--- config.mk ---
export PLATFORM = sky130hd
export DESIGN_NAME = banked_register_file_intctl
export DESIGN_NICKNAME = d
export VERILOG_FILES = /design/src/core/regfile_pkg.sv /design/src/core/general_ram.sv /design/src/core/banked_register_file_intctl.sv
export SDC_FILE = /design/constraint.sdc
export NUM_CORES = 1
export LEC_CHECK = 0
export ABC_AREA = 1
export BUFFER_PORTS_ARGS = -buffer_cell sky130_fd_sc_hd__buf_4
export CAP_MARGIN = 30
export CELL_PAD_IN_SITES_DETAIL_PLACEMENT = 1
export CELL_PAD_IN_SITES_GLOBAL_PLACEMENT = 2
export CORE_ASPECT_RATIO = 2
export CORE_UTILIZATION = 24
export CTS_CLUSTER_SIZE = 12
export DETAILED_ROUTE_END_ITERATION = 7
export PLACE_DENSITY_LB_ADDON = 0.15
export SLEW_MARGIN = 15
export SYNTH_ARGS = -nofsm -noshare
export SYNTH_HDL_FRONTEND = slang
export SYNTH_SLANG_ARGS = --single-unit
--- constraint.sdc ---
create_clock -name clk_sys -period 3.6 [get_ports clk_sys]
set_input_delay 0.54 -clock clk_sys [delete_from_list [all_inputs] [get_ports clk_sys]]
set_output_delay 0.54 -clock clk_sys [all_outputs]
set_load 0.02 [all_outputs]
--- src/core/regfile_pkg.sv ---
package regfile_pkg;

    localparam int unsigned DATA_W         = 8;
    localparam int unsigned OFFSET_W       = 7;
    localparam logic [6:0]  OFFSET_TOP     = 7'h7f;
    localparam logic [6:0]  OFFSET_INTCTL  = 7'h0b;
    localparam logic [6:0]  GPR_FIRST      = 7'h0c;
    localparam int unsigned SFR_COUNT      = 12;
    localparam int unsigned GPR_DEPTH      = 116;
    localparam int unsigned STATUS_BANK_BIT = 5;

    localparam int unsigned BIT_GLOBAL_EN   = 7;
    localparam int unsigned BIT_NVM_EN      = 6;
    localparam int unsigned BIT_TIMER_EN    = 5;
    localparam int unsigned BIT_EXT_EN      = 4;
    localparam int unsigned BIT_PORT_EN     = 3;
    localparam int unsigned BIT_TIMER_FLAG  = 2;
    localparam int unsigned BIT_EXT_FLAG    = 1;
    localparam int unsigned BIT_PORT_FLAG   = 0;

    localparam logic [7:0]  INTCTL_RESET    = 8'h00;
    localparam logic [7:0]  READ_DATA_RESET = 8'h00;

    // Bank page bit does not take part: general RAM is shared by both banks
    function automatic logic [6:0] gpr_index(input logic [6:0] offset);
        gpr_index = offset - GPR_FIRST;
    endfunction

    function automatic logic is_gpr(input logic [6:0] offset);
        is_gpr = (offset >= GPR_FIRST);
    endfunction

endpackage

--- src/core/general_ram.sv ---
`timescale 1ns/1ns
`default_nettype none
module general_ram
    import regfile_pkg::*;
(
    // Clock
    input  wire logic                clk_sys,
    // Write port
    input  wire logic                write_en,
    input  wire logic [6:0]          write_index,
    input  wire logic [DATA_W-1:0]   write_data,
    // Read port
    input  wire logic [6:0]          read_index,
    output logic      [DATA_W-1:0]   read_data
);

    logic [DATA_W-1:0] mem      [GPR_DEPTH];
    logic [DATA_W-1:0] next_mem [GPR_DEPTH];

    always_comb begin
        next_mem = mem;
        if (write_en && (32'(write_index) < GPR_DEPTH)) begin
            next_mem[write_index] = write_data;
        end
    end

    always_ff @(posedge clk_sys) begin
        mem <= next_mem;
    end

    assign read_data = (32'(read_index) < GPR_DEPTH) ? mem[read_index] : '0;

endmodule // general_ram
`default_nettype wire

--- src/core/banked_register_file_intctl.sv ---
// Overview of operation
// - Two banks; status bank page bit 0 picks bank 0, 1 picks bank 1.
// - Each bank spans offsets 00h to 7Fh, 128 byte locations.
// - Lowest twelve offsets are special-function area; the rest are general RAM.
// - Each general RAM byte holds 8 bits, direct or indirect access.
// - General RAM in bank 1 aliases bank 0; 0Ch and 8Ch same byte.
// - Any location is reached by direct address or by file-select pointer.
// - Indirect access takes its bank from the current bank page bit.
// - Bytes move from working register to interrupt control or general RAM and back; other offsets read 0.
// - Interrupt control sits at 0Bh and 8Bh, one register.
// - Interrupt control is read/write and holds all source enables.
// - Flags set on their event regardless of own or global enable.
// - Bit 7 global enable passes unmasked sources; 0 blocks all.
// - Bit 6 enables the nonvolatile write-complete interrupt.
// - Write completion clears write-start and sets done flag; software clears flag.
`timescale 1ns/1ns
`default_nettype none
module banked_register_file_intctl
    import regfile_pkg::*;
(
    // Clock and reset
    input  wire logic                clk_sys,
    input  wire logic                rst_n,
    // Core access
    input  wire logic                access_valid,
    input  wire logic                access_write,
    input  wire logic                access_indirect,
    input  wire logic [6:0]          direct_address,
    input  wire logic [7:0]          file_select_pointer,
    input  wire logic                bank_page_bit,
    input  wire logic [DATA_W-1:0]   write_data,
    output logic      [DATA_W-1:0]   read_data,
    output logic                     read_valid,
    output logic                     access_bank,
    // Interrupt events
    input  wire logic                timer_overflow_event,
    input  wire logic                ext_pin_irq_event,
    input  wire logic                port_change_event,
    // Nonvolatile write control
    input  wire logic                nvm_write_start_set,
    input  wire logic                nvm_write_finished,
    input  wire logic                nvm_write_done_clear,
    output logic                     nvm_write_start,
    output logic                     nvm_write_done_flag,
    // Interrupt state
    output logic      [DATA_W-1:0]   interrupt_control,
    output logic                     irq_request
);

    logic [6:0]        offset;
    logic              hit_intctl;
    logic              hit_gpr;
    logic [DATA_W-1:0] ram_read;
    logic              ram_write;

    logic [DATA_W-1:0] next_read_data;
    logic              next_read_valid;
    logic              next_access_bank;
    logic [DATA_W-1:0] next_interrupt_control;
    logic              next_nvm_write_start;
    logic              next_nvm_write_done_flag;
    logic              next_irq_request;

    // Address decode
    always_comb begin
        offset     = access_indirect ? file_select_pointer[6:0] : direct_address;
        hit_intctl = (offset == OFFSET_INTCTL);
        hit_gpr    = is_gpr(offset);
        ram_write  = access_valid && access_write && hit_gpr;
    end

    general_ram u_general_ram (
        .clk_sys     (clk_sys),
        .write_en    (ram_write),
        .write_index (gpr_index(offset)),
        .write_data  (write_data),
        .read_index  (gpr_index(offset)),
        .read_data   (ram_read)
    );

    // Read path and bank report
    always_comb begin
        next_read_data   = read_data;
        next_read_valid  = access_valid && !access_write;
        next_access_bank = access_bank;
        if (access_valid) begin
            next_access_bank = bank_page_bit;
        end
        if (access_valid && !access_write) begin
            if (hit_intctl) begin
                next_read_data = interrupt_control;
            end else if (hit_gpr) begin
                next_read_data = ram_read;
            end else begin
                next_read_data = '0;
            end
        end
    end

    always_ff @(posedge clk_sys or negedge rst_n) begin
        if (!rst_n) begin
            read_data   <= READ_DATA_RESET;
            read_valid  <= 1'b0;
            access_bank <= 1'b0;
        end else begin
            read_data   <= next_read_data;
            read_valid  <= next_read_valid;
            access_bank <= next_access_bank;
        end
    end

    // Interrupt control, flags and request
    always_comb begin
        next_interrupt_control   = interrupt_control;
        next_nvm_write_start     = nvm_write_start;
        next_nvm_write_done_flag = nvm_write_done_flag;
        if (access_valid && access_write && hit_intctl) begin
            next_interrupt_control = write_data;
        end
        // Hardware set wins over a software clear in the same cycle
        if (timer_overflow_event) begin
            next_interrupt_control[BIT_TIMER_FLAG] = 1'b1;
        end
        if (ext_pin_irq_event) begin
            next_interrupt_control[BIT_EXT_FLAG] = 1'b1;
        end
        if (port_change_event) begin
            next_interrupt_control[BIT_PORT_FLAG] = 1'b1;
        end
        if (nvm_write_start_set) begin
            next_nvm_write_start = 1'b1;
        end
        if (nvm_write_done_clear) begin
            next_nvm_write_done_flag = 1'b0;
        end
        if (nvm_write_finished) begin
            next_nvm_write_start     = 1'b0;
            next_nvm_write_done_flag = 1'b1;
        end
        next_irq_request = next_interrupt_control[BIT_GLOBAL_EN] && (
              (next_interrupt_control[BIT_NVM_EN]   && next_nvm_write_done_flag)
            | (next_interrupt_control[BIT_TIMER_EN] && next_interrupt_control[BIT_TIMER_FLAG])
            | (next_interrupt_control[BIT_EXT_EN]   && next_interrupt_control[BIT_EXT_FLAG])
            | (next_interrupt_control[BIT_PORT_EN]  && next_interrupt_control[BIT_PORT_FLAG]));
    end

    always_ff @(posedge clk_sys or negedge rst_n) begin
        if (!rst_n) begin
            interrupt_control   <= INTCTL_RESET;
            nvm_write_start     <= 1'b0;
            nvm_write_done_flag <= 1'b0;
            irq_request         <= 1'b0;
        end else begin
            interrupt_control   <= next_interrupt_control;
            nvm_write_start     <= next_nvm_write_start;
            nvm_write_done_flag <= next_nvm_write_done_flag;
            irq_request         <= next_irq_request;
        end
    end
endmodule // banked_register_file_intctl
`default_nettype wire

Word level (Yosys, flattened, before mapping) --
Cells that the tools add are included.
Operators by class: add/sub/neg operators 1, multipliers 0, div/mod/pow operators 0, order comparisons 4, eq/ne operators 1, shift-type cells 0, mux-type cells 18, bitwise logic cells 4, reduce and logical (&&, ||, !) cells 13
Operator list (number):
- 928-bit bitwise mux | 1
- 8-bit binary-select mux with 7-bit select | 1
- 8-bit demux with 7-bit select | 1
- 8-bit 2-to-1 mux | 7
- 1-bit logical AND | 11
- 8-bit greater-or-equal comparator, second input constant | 1
- 8-bit by 1-bit < comparator with 1-bit output, second input constant | 1
- 7-bit NOT with 8-bit output | 1
- 7-bit by 4-bit equality test with 1-bit output, second input constant | 1
- 7-bit by 4-bit greater-or-equal comparator with 1-bit output, second input constant | 1
- 7-bit < comparator, second input constant | 1
- 1-bit 2-to-1 mux | 7
- 7-bit 2-to-1 mux | 1
- 7-bit by 4-bit subtractor with 7-bit output, second input constant | 1
- 1-bit OR | 3
- 2-bit nonzero test | 1
- 1-bit logical NOT | 1
Storage, ports and cells: register bits after elaboration 949, latch bits 0, bits in writable memories 0, bits in read-only memories 0, input port bits 35, output and inout port bits 21, word-level logic and storage cells 164, memories 0

Depth between registers and ports, before layout --
word-level depth 10, mapped depth 21, gate-level depth less buffers 18

Cells and area by module --
A second synthesis with hierarchy kept.
Unflattened totals: cell total of the unflattened synthesis 3961, area, all modules 40796.6 µm²
By module, submodules not included:
- general_ram | times used 1, cells an instance 3811, area each 39546.7 µm², sequential area each 27866.7 µm²
- banked_register_file_intctl | times used 1, cells an instance 150, area each 1249.9 µm², sequential area each 525.5 µm²

Worst setup path before layout --
OpenSTA, ideal clock, no wires.
path kind input to register, from input port access_indirect, to register u_general_ram.mem[0] (netlist bit), enable pin, setup time 0.370 ns, data arrival time 2.548 ns, data required time 3.230 ns, slack 0.681 ns, stages 15, buffers on the path 3, path through buf_4 -> nand2_1 -> nand2_2 -> buf_2 -> ha_1 -> inv_1 -> nand3_1 -> nand2_1 -> nand2_1 -> nand3_1 -> nand3_2 -> clkinv_4 -> nand3_4 -> buf_2 -> nor2_1
On the way: longest elaborated chain between the ends 4, elaborated cells between the ends (all ways) 6, those cells by class add/sub (1); order compare (2); mux (1); reduce/logical (2)
RTL lines:
- start: declaration | RTL line banked_register_file_intctl.sv:27 | input wire logic access_indirect,
- 7-bit 2-to-1 mux (*) | RTL line banked_register_file_intctl.sv:66 | offset = access_indirect ? file_select_pointer[6:0] : direct_address;
- 7-bit by 4-bit subtractor with 7-bit output or 7-bit by 4-bit greater-or-equal comparator with 1-bit output (tied branches) | RTL line regfile_pkg.sv:26, regfile_pkg.sv:30
- 7-bit < comparator or 1-bit logical AND (tied branches) | RTL line general_ram.sv:22, banked_register_file_intctl.sv:69
- 1-bit logical AND (*) | RTL line general_ram.sv:22 | if (write_en && (32'(write_index) < GPR_DEPTH)) begin
- end signal: assignment | RTL line general_ram.sv:28 | mem <= next_mem;
- end: declaration | RTL line general_ram.sv:17 | logic [DATA_W-1:0] mem [GPR_DEPTH];
Mark *: on every way between the ends. The rest lies on a longest branch, timed or not. A chain may end at the register's enable or synchronous reset.

Worst setup path in the final report --
from input port access_indirect, to register read_data[5]
On the way: longest elaborated chain between the ends 9, elaborated cells between the ends (all ways) 12, those cells by class add/sub (1); order compare (2); eq/ne (1); mux (7); bitwise (1)
RTL lines:
- 7-bit 2-to-1 mux (*) | RTL line banked_register_file_intctl.sv:66
- 7-bit by 4-bit subtractor with 7-bit output | RTL line regfile_pkg.sv:26 | gpr_index = offset - GPR_FIRST;
- 7-bit NOT with 8-bit output (not written as such) | RTL line general_ram.sv:31 | assign read_data = (32'(read_index) < GPR_DEPTH) ? mem[read_index] : '0;
- 8-bit binary-select mux with 7-bit select | RTL line general_ram.sv:31
- 8-bit 2-to-1 mux (not written as such) (2 in a row) | RTL line general_ram.sv:31
- 8-bit 2-to-1 mux | RTL line general_ram.sv:31
- 8-bit 2-to-1 mux | RTL line banked_register_file_intctl.sv:92 | end else if (hit_gpr) begin
- 8-bit 2-to-1 mux (*) | RTL line banked_register_file_intctl.sv:90 | if (hit_intctl) begin
- end signal: assignment | RTL line banked_register_file_intctl.sv:106 | read_data <= next_read_data;
- end: declaration | RTL line banked_register_file_intctl.sv:32 | output logic [DATA_W-1:0] read_data,
Mark *: on every way between the ends. The rest lies on a longest branch, timed or not. The select of a mux whose other input is x is not followed.

==> results by group <==
Global route
  • GRT Overall Usage: 0.177
  • Initial antenna violation count: 2
  • Top Usage Layer GRT: met2
  • Total grt overflow: 0
  • Vias in the first global route: 27800
  • Met3 Usage GRT: 0.0163
  • Global-route wire length before repair: 205 mm
  • Largest net degree at the start of global routing: 73
  • GR Layer Usage met1: 0.180
  • GRT met2 Usage: 0.366

Die
  • IO Count: 56
  • Initial Util: 0.241
  • Die width: 287 microns
  • Die area: 164000 sq um
  • Std cell rows: 209
  • Die extent in y: 573 microns
  • CORE AREA: 162000 sq um

Logic synthesis
  • Syn_area_per_cell: 11.4 sq um
  • Synth area leaders: edfxtp_1 71%, nand2_1 12%, nand3_1 5.7%
  • Synthesized instance count: 3423
  • Yosys Warn Count: 0
  • Net Count, Synth: 3460
  • Post-Synthesis Cell Area: 39100 sq um
  • Post-synthesis sequential area ratio: 0.727
  • Synthesized flop and latch total: 949
  • Yosys top cell area share: 0.713
  • Cell taking the most area after synthesis: edfxtp_1
  • Synth cell types: 33

Run
  • Max-cap violations: 0

Setup path
  • Critical path depth: 18
  • CP Data Required Time: 4.23 ns
  • Worst R2R Path Depth: 12
  • Worst R2R End: read_data[1]$_DFFE_PN0P_
  • Reg2reg setup slack: 1.51 ns
  • CP Class: in2reg
  • Worst Path Arrival: 3.45 ns
  • Critical-path cell list: buf_4 -> inv_2 -> buf_4 -> nand2_1 -> nand2_8 -> buf_4 -> nand2_1 -> nand3_1 -> nand2_1 -> o21ai_0 -> buf_4 -> nand4_1 -> nand2_1 -> nand2_1 -> nor2_1 -> buf_4 -> nor2_1 -> nor2_1
  • Max stage delay cell, worst path: buf_4
  • RR Startpoint: u_general_ram.mem[617]$_DFFE_PP_
  • End of the critical path: read_data[5]$_DFFE_PN0P_
  • Buf+Inv Stages, Crit Path: 6
  • CP delay by family, top: simple AND/OR/NAND/NOR gates
  • Startpoint types: primary input
  • Setup crit end kind: flip-flop
  • Max stage delay on crit path: 0.37 ns
  • Worst Path Max Fanout: 23
  • Crit path launch: access_indirect

Drt
  • Pre-Repair DR Iteration Count: 5
  • Number of nets with antenna violations after routing: 0
  • DR vias: 26000
  • Routed vias/inst: 4.39
  • Initial DRC Count: 1023
  • DRC errors left: 0
  • Avg WL per Cell: 24.5 microns
  • Final WL: 145 mm

Pwr
  • P per Cell Area: 525 nW/um^2
  • Total Power: 24.7 mW
  • Static Leakage: 17.3 nW
  • Peak supply drop: 0.301 mV

Timing
  • # setup viols final: 0
  • Final period utilization: 0.785
  • Max Fclk: 354 MHz
  • Worst-Margin Slew: 0.940 ns
  • Final slew viol count: 0
  • Rel. slew slack: 0.371
  • RSZ-0062 raised after global routing: false
  • Worst hold slack: 0.0570 ns
  • Hold Fails Final Rpt: 0
  • Max Clock Skew: 0.0208 ns
  • Period minus WS final: 2.82 ns

Clocking
  • Clock edge transition at the registers on the reported setup and hold paths: 0.06 ns
  • CTS tree: yes
  • Clock buffer count from CTS: 96
  • Root Buffer: clkbuf_16
  • Num Clock Sinks: 949
  • H-tree depth: 3
  • Clk_lat worst skew: 0.72 ns
  • Longest Clk Path Bufs: 3

Layout
  • Final core utilization: 0.291
  • Area Growth Syn to Fin: 20.6%
  • Commonest non-fill, non-tap cell in the layout: nand2_1
  • Commonest non-fill, non-tap cells in the layout: 1277 x nand2_1, 928 x edfxtp_1, 442 x nand3_1, 344 x buf_4, 334 x nor2_1
  • Nets: 3779
  • Layout cell share with drive strength beyond 1: 0.144

Place
  • GPL Wtd Cong: 0.780
  • Port-buffer cells: 54
  • Post-DP HPWL: 100 mm

Min path
  • Worst Hold Class: in2reg
  • Min-Delay Startpoint: nvm_write_start_set

Run status
  • Status: finished clean
==> cells by family after synthesis <==
| group | synth area share |
|---|---|
| AND/OR/NAND/NOR | 0.224 |
| flip-flops | 0.727 |
| buffers and inverters | 0.0353 |
| AO/OA/AOI/OAI | 0.0128 |
| adder cells (fa/ha/maj) | 0.000641 |
==> stage by stage <==
stage	instances	TNS (ns)	setup WS, ns	cell area (sq um)
finish	5909	0	0.776	47100
global route	5908	0	0.588	47100
CTS	5906	0	0.646	47100
floorplan	3423	0	0.681	39100
detailed placement	5751	-0.113	-0.0964	44300
global placement	5750	-0.0878	-0.0825	44300
==> worst min path at each step <==
stage / end / cells past startpoint / slack, ns
2_1_floorplan: access_bank$_DFFE_PN0P_ / 0 / 0.24
6_report: nvm_write_start$_DFFE_PN0P_ / 3 / 0.06
5_1_grt: access_bank$_DFFE_PN0P_ / 3 / 0.03
3_5_place_dp: nvm_write_done_flag$_DFF_PN0_ / 1 / 0.45
4_1_cts: nvm_write_done_flag$_DFF_PN0_ / 2 / 0.01
3_3_place_gp: irq_request$_DFF_PN0_ / 1 / 0.45
==> power by group <==
part | switching, mW | internal, mW | total [mW]
sequential | 0.0314 | 12.2 | 12.2
clock | 4.37 | 5.08 | 9.46
combinational | 2.15 | 0.913 | 3.06
total | 6.55 | 18.2 | 24.7
==> layout make-up <==
class	instances	area [sq um]
fillers	17800	115000
flip-flops and latches	949	28400
multi-input cells	2210	9320
repair buffers	398	3640
well taps	2110	2640
clock buffers	121	2500
inverters	87	332
clock inverters	32	277
diodes	2	5.00
==> state kept, by name, indices dropped and copies added (netlist names) <==
| register | flops |
|---|---|
| read_data | 8 |
| nvm_write_start | 1 |
| interrupt_control | 8 |
| access_bank | 1 |
| read_valid | 1 |
| nvm_write_done_flag | 1 |
| irq_request | 1 |
| u_general_ram.mem | 928 |
==> synthesized netlist by cell type <==
master and n:
dfrtp_1 21, nor2_8 1, ha_1 2, nor2_4 2, nand2_4 1, nor3_2 1, and2_1 2, inv_2 3
nor3_1 5, o21ai_0 58, nand2_2 9, edfxtp_1 928, nand2_1 1277, o21ai_1 11, clkinv_4 1, inv_1 83
clkbuf_1 15, nand4_2 1, o211ai_1 7, o21bai_1 1, buf_1 4, buf_4 39, a21oi_1 17, nand4_1 19
or2_2 4, nand3_2 2, buf_2 105, buf_6 14, nand3_4 8, nand3_1 442, nor2_2 5, nor2_1 334
a41oi_1 1
==> per-layer routing <==
layer	vias up	wire length, microns	part of all wire
li1	12300	-	-
met1	13200	52400	0.36
met2	271	85200	0.59
met3	169	2670	0.018
met4	0	4660	0.032
met5	-	0	0
==> worst reg2reg max path, stage by stage (launching register included) <==
cell	delay [ns]
edfxtp_1	0.33
nand2_1	0.05
nand3_1	0.15
nand2_1	0.12
nor2_1	0.27
nor2_1	0.08
nor2_1	0.21
buf_4	0.18
nand2_1	0.12
nand2_1	0.09
nand4_1	0.10
buf_4	0.19
a21oi_1	0.12
==> timing repair <==
action / CTS / global route
setup buffers: 0 / 0
endpoints found under the hold margin: 22 / 0
resized for setup: 0 / 0
hold buffers: 2 / 0
Note: power is estimated with default switching activity, not from simulation.
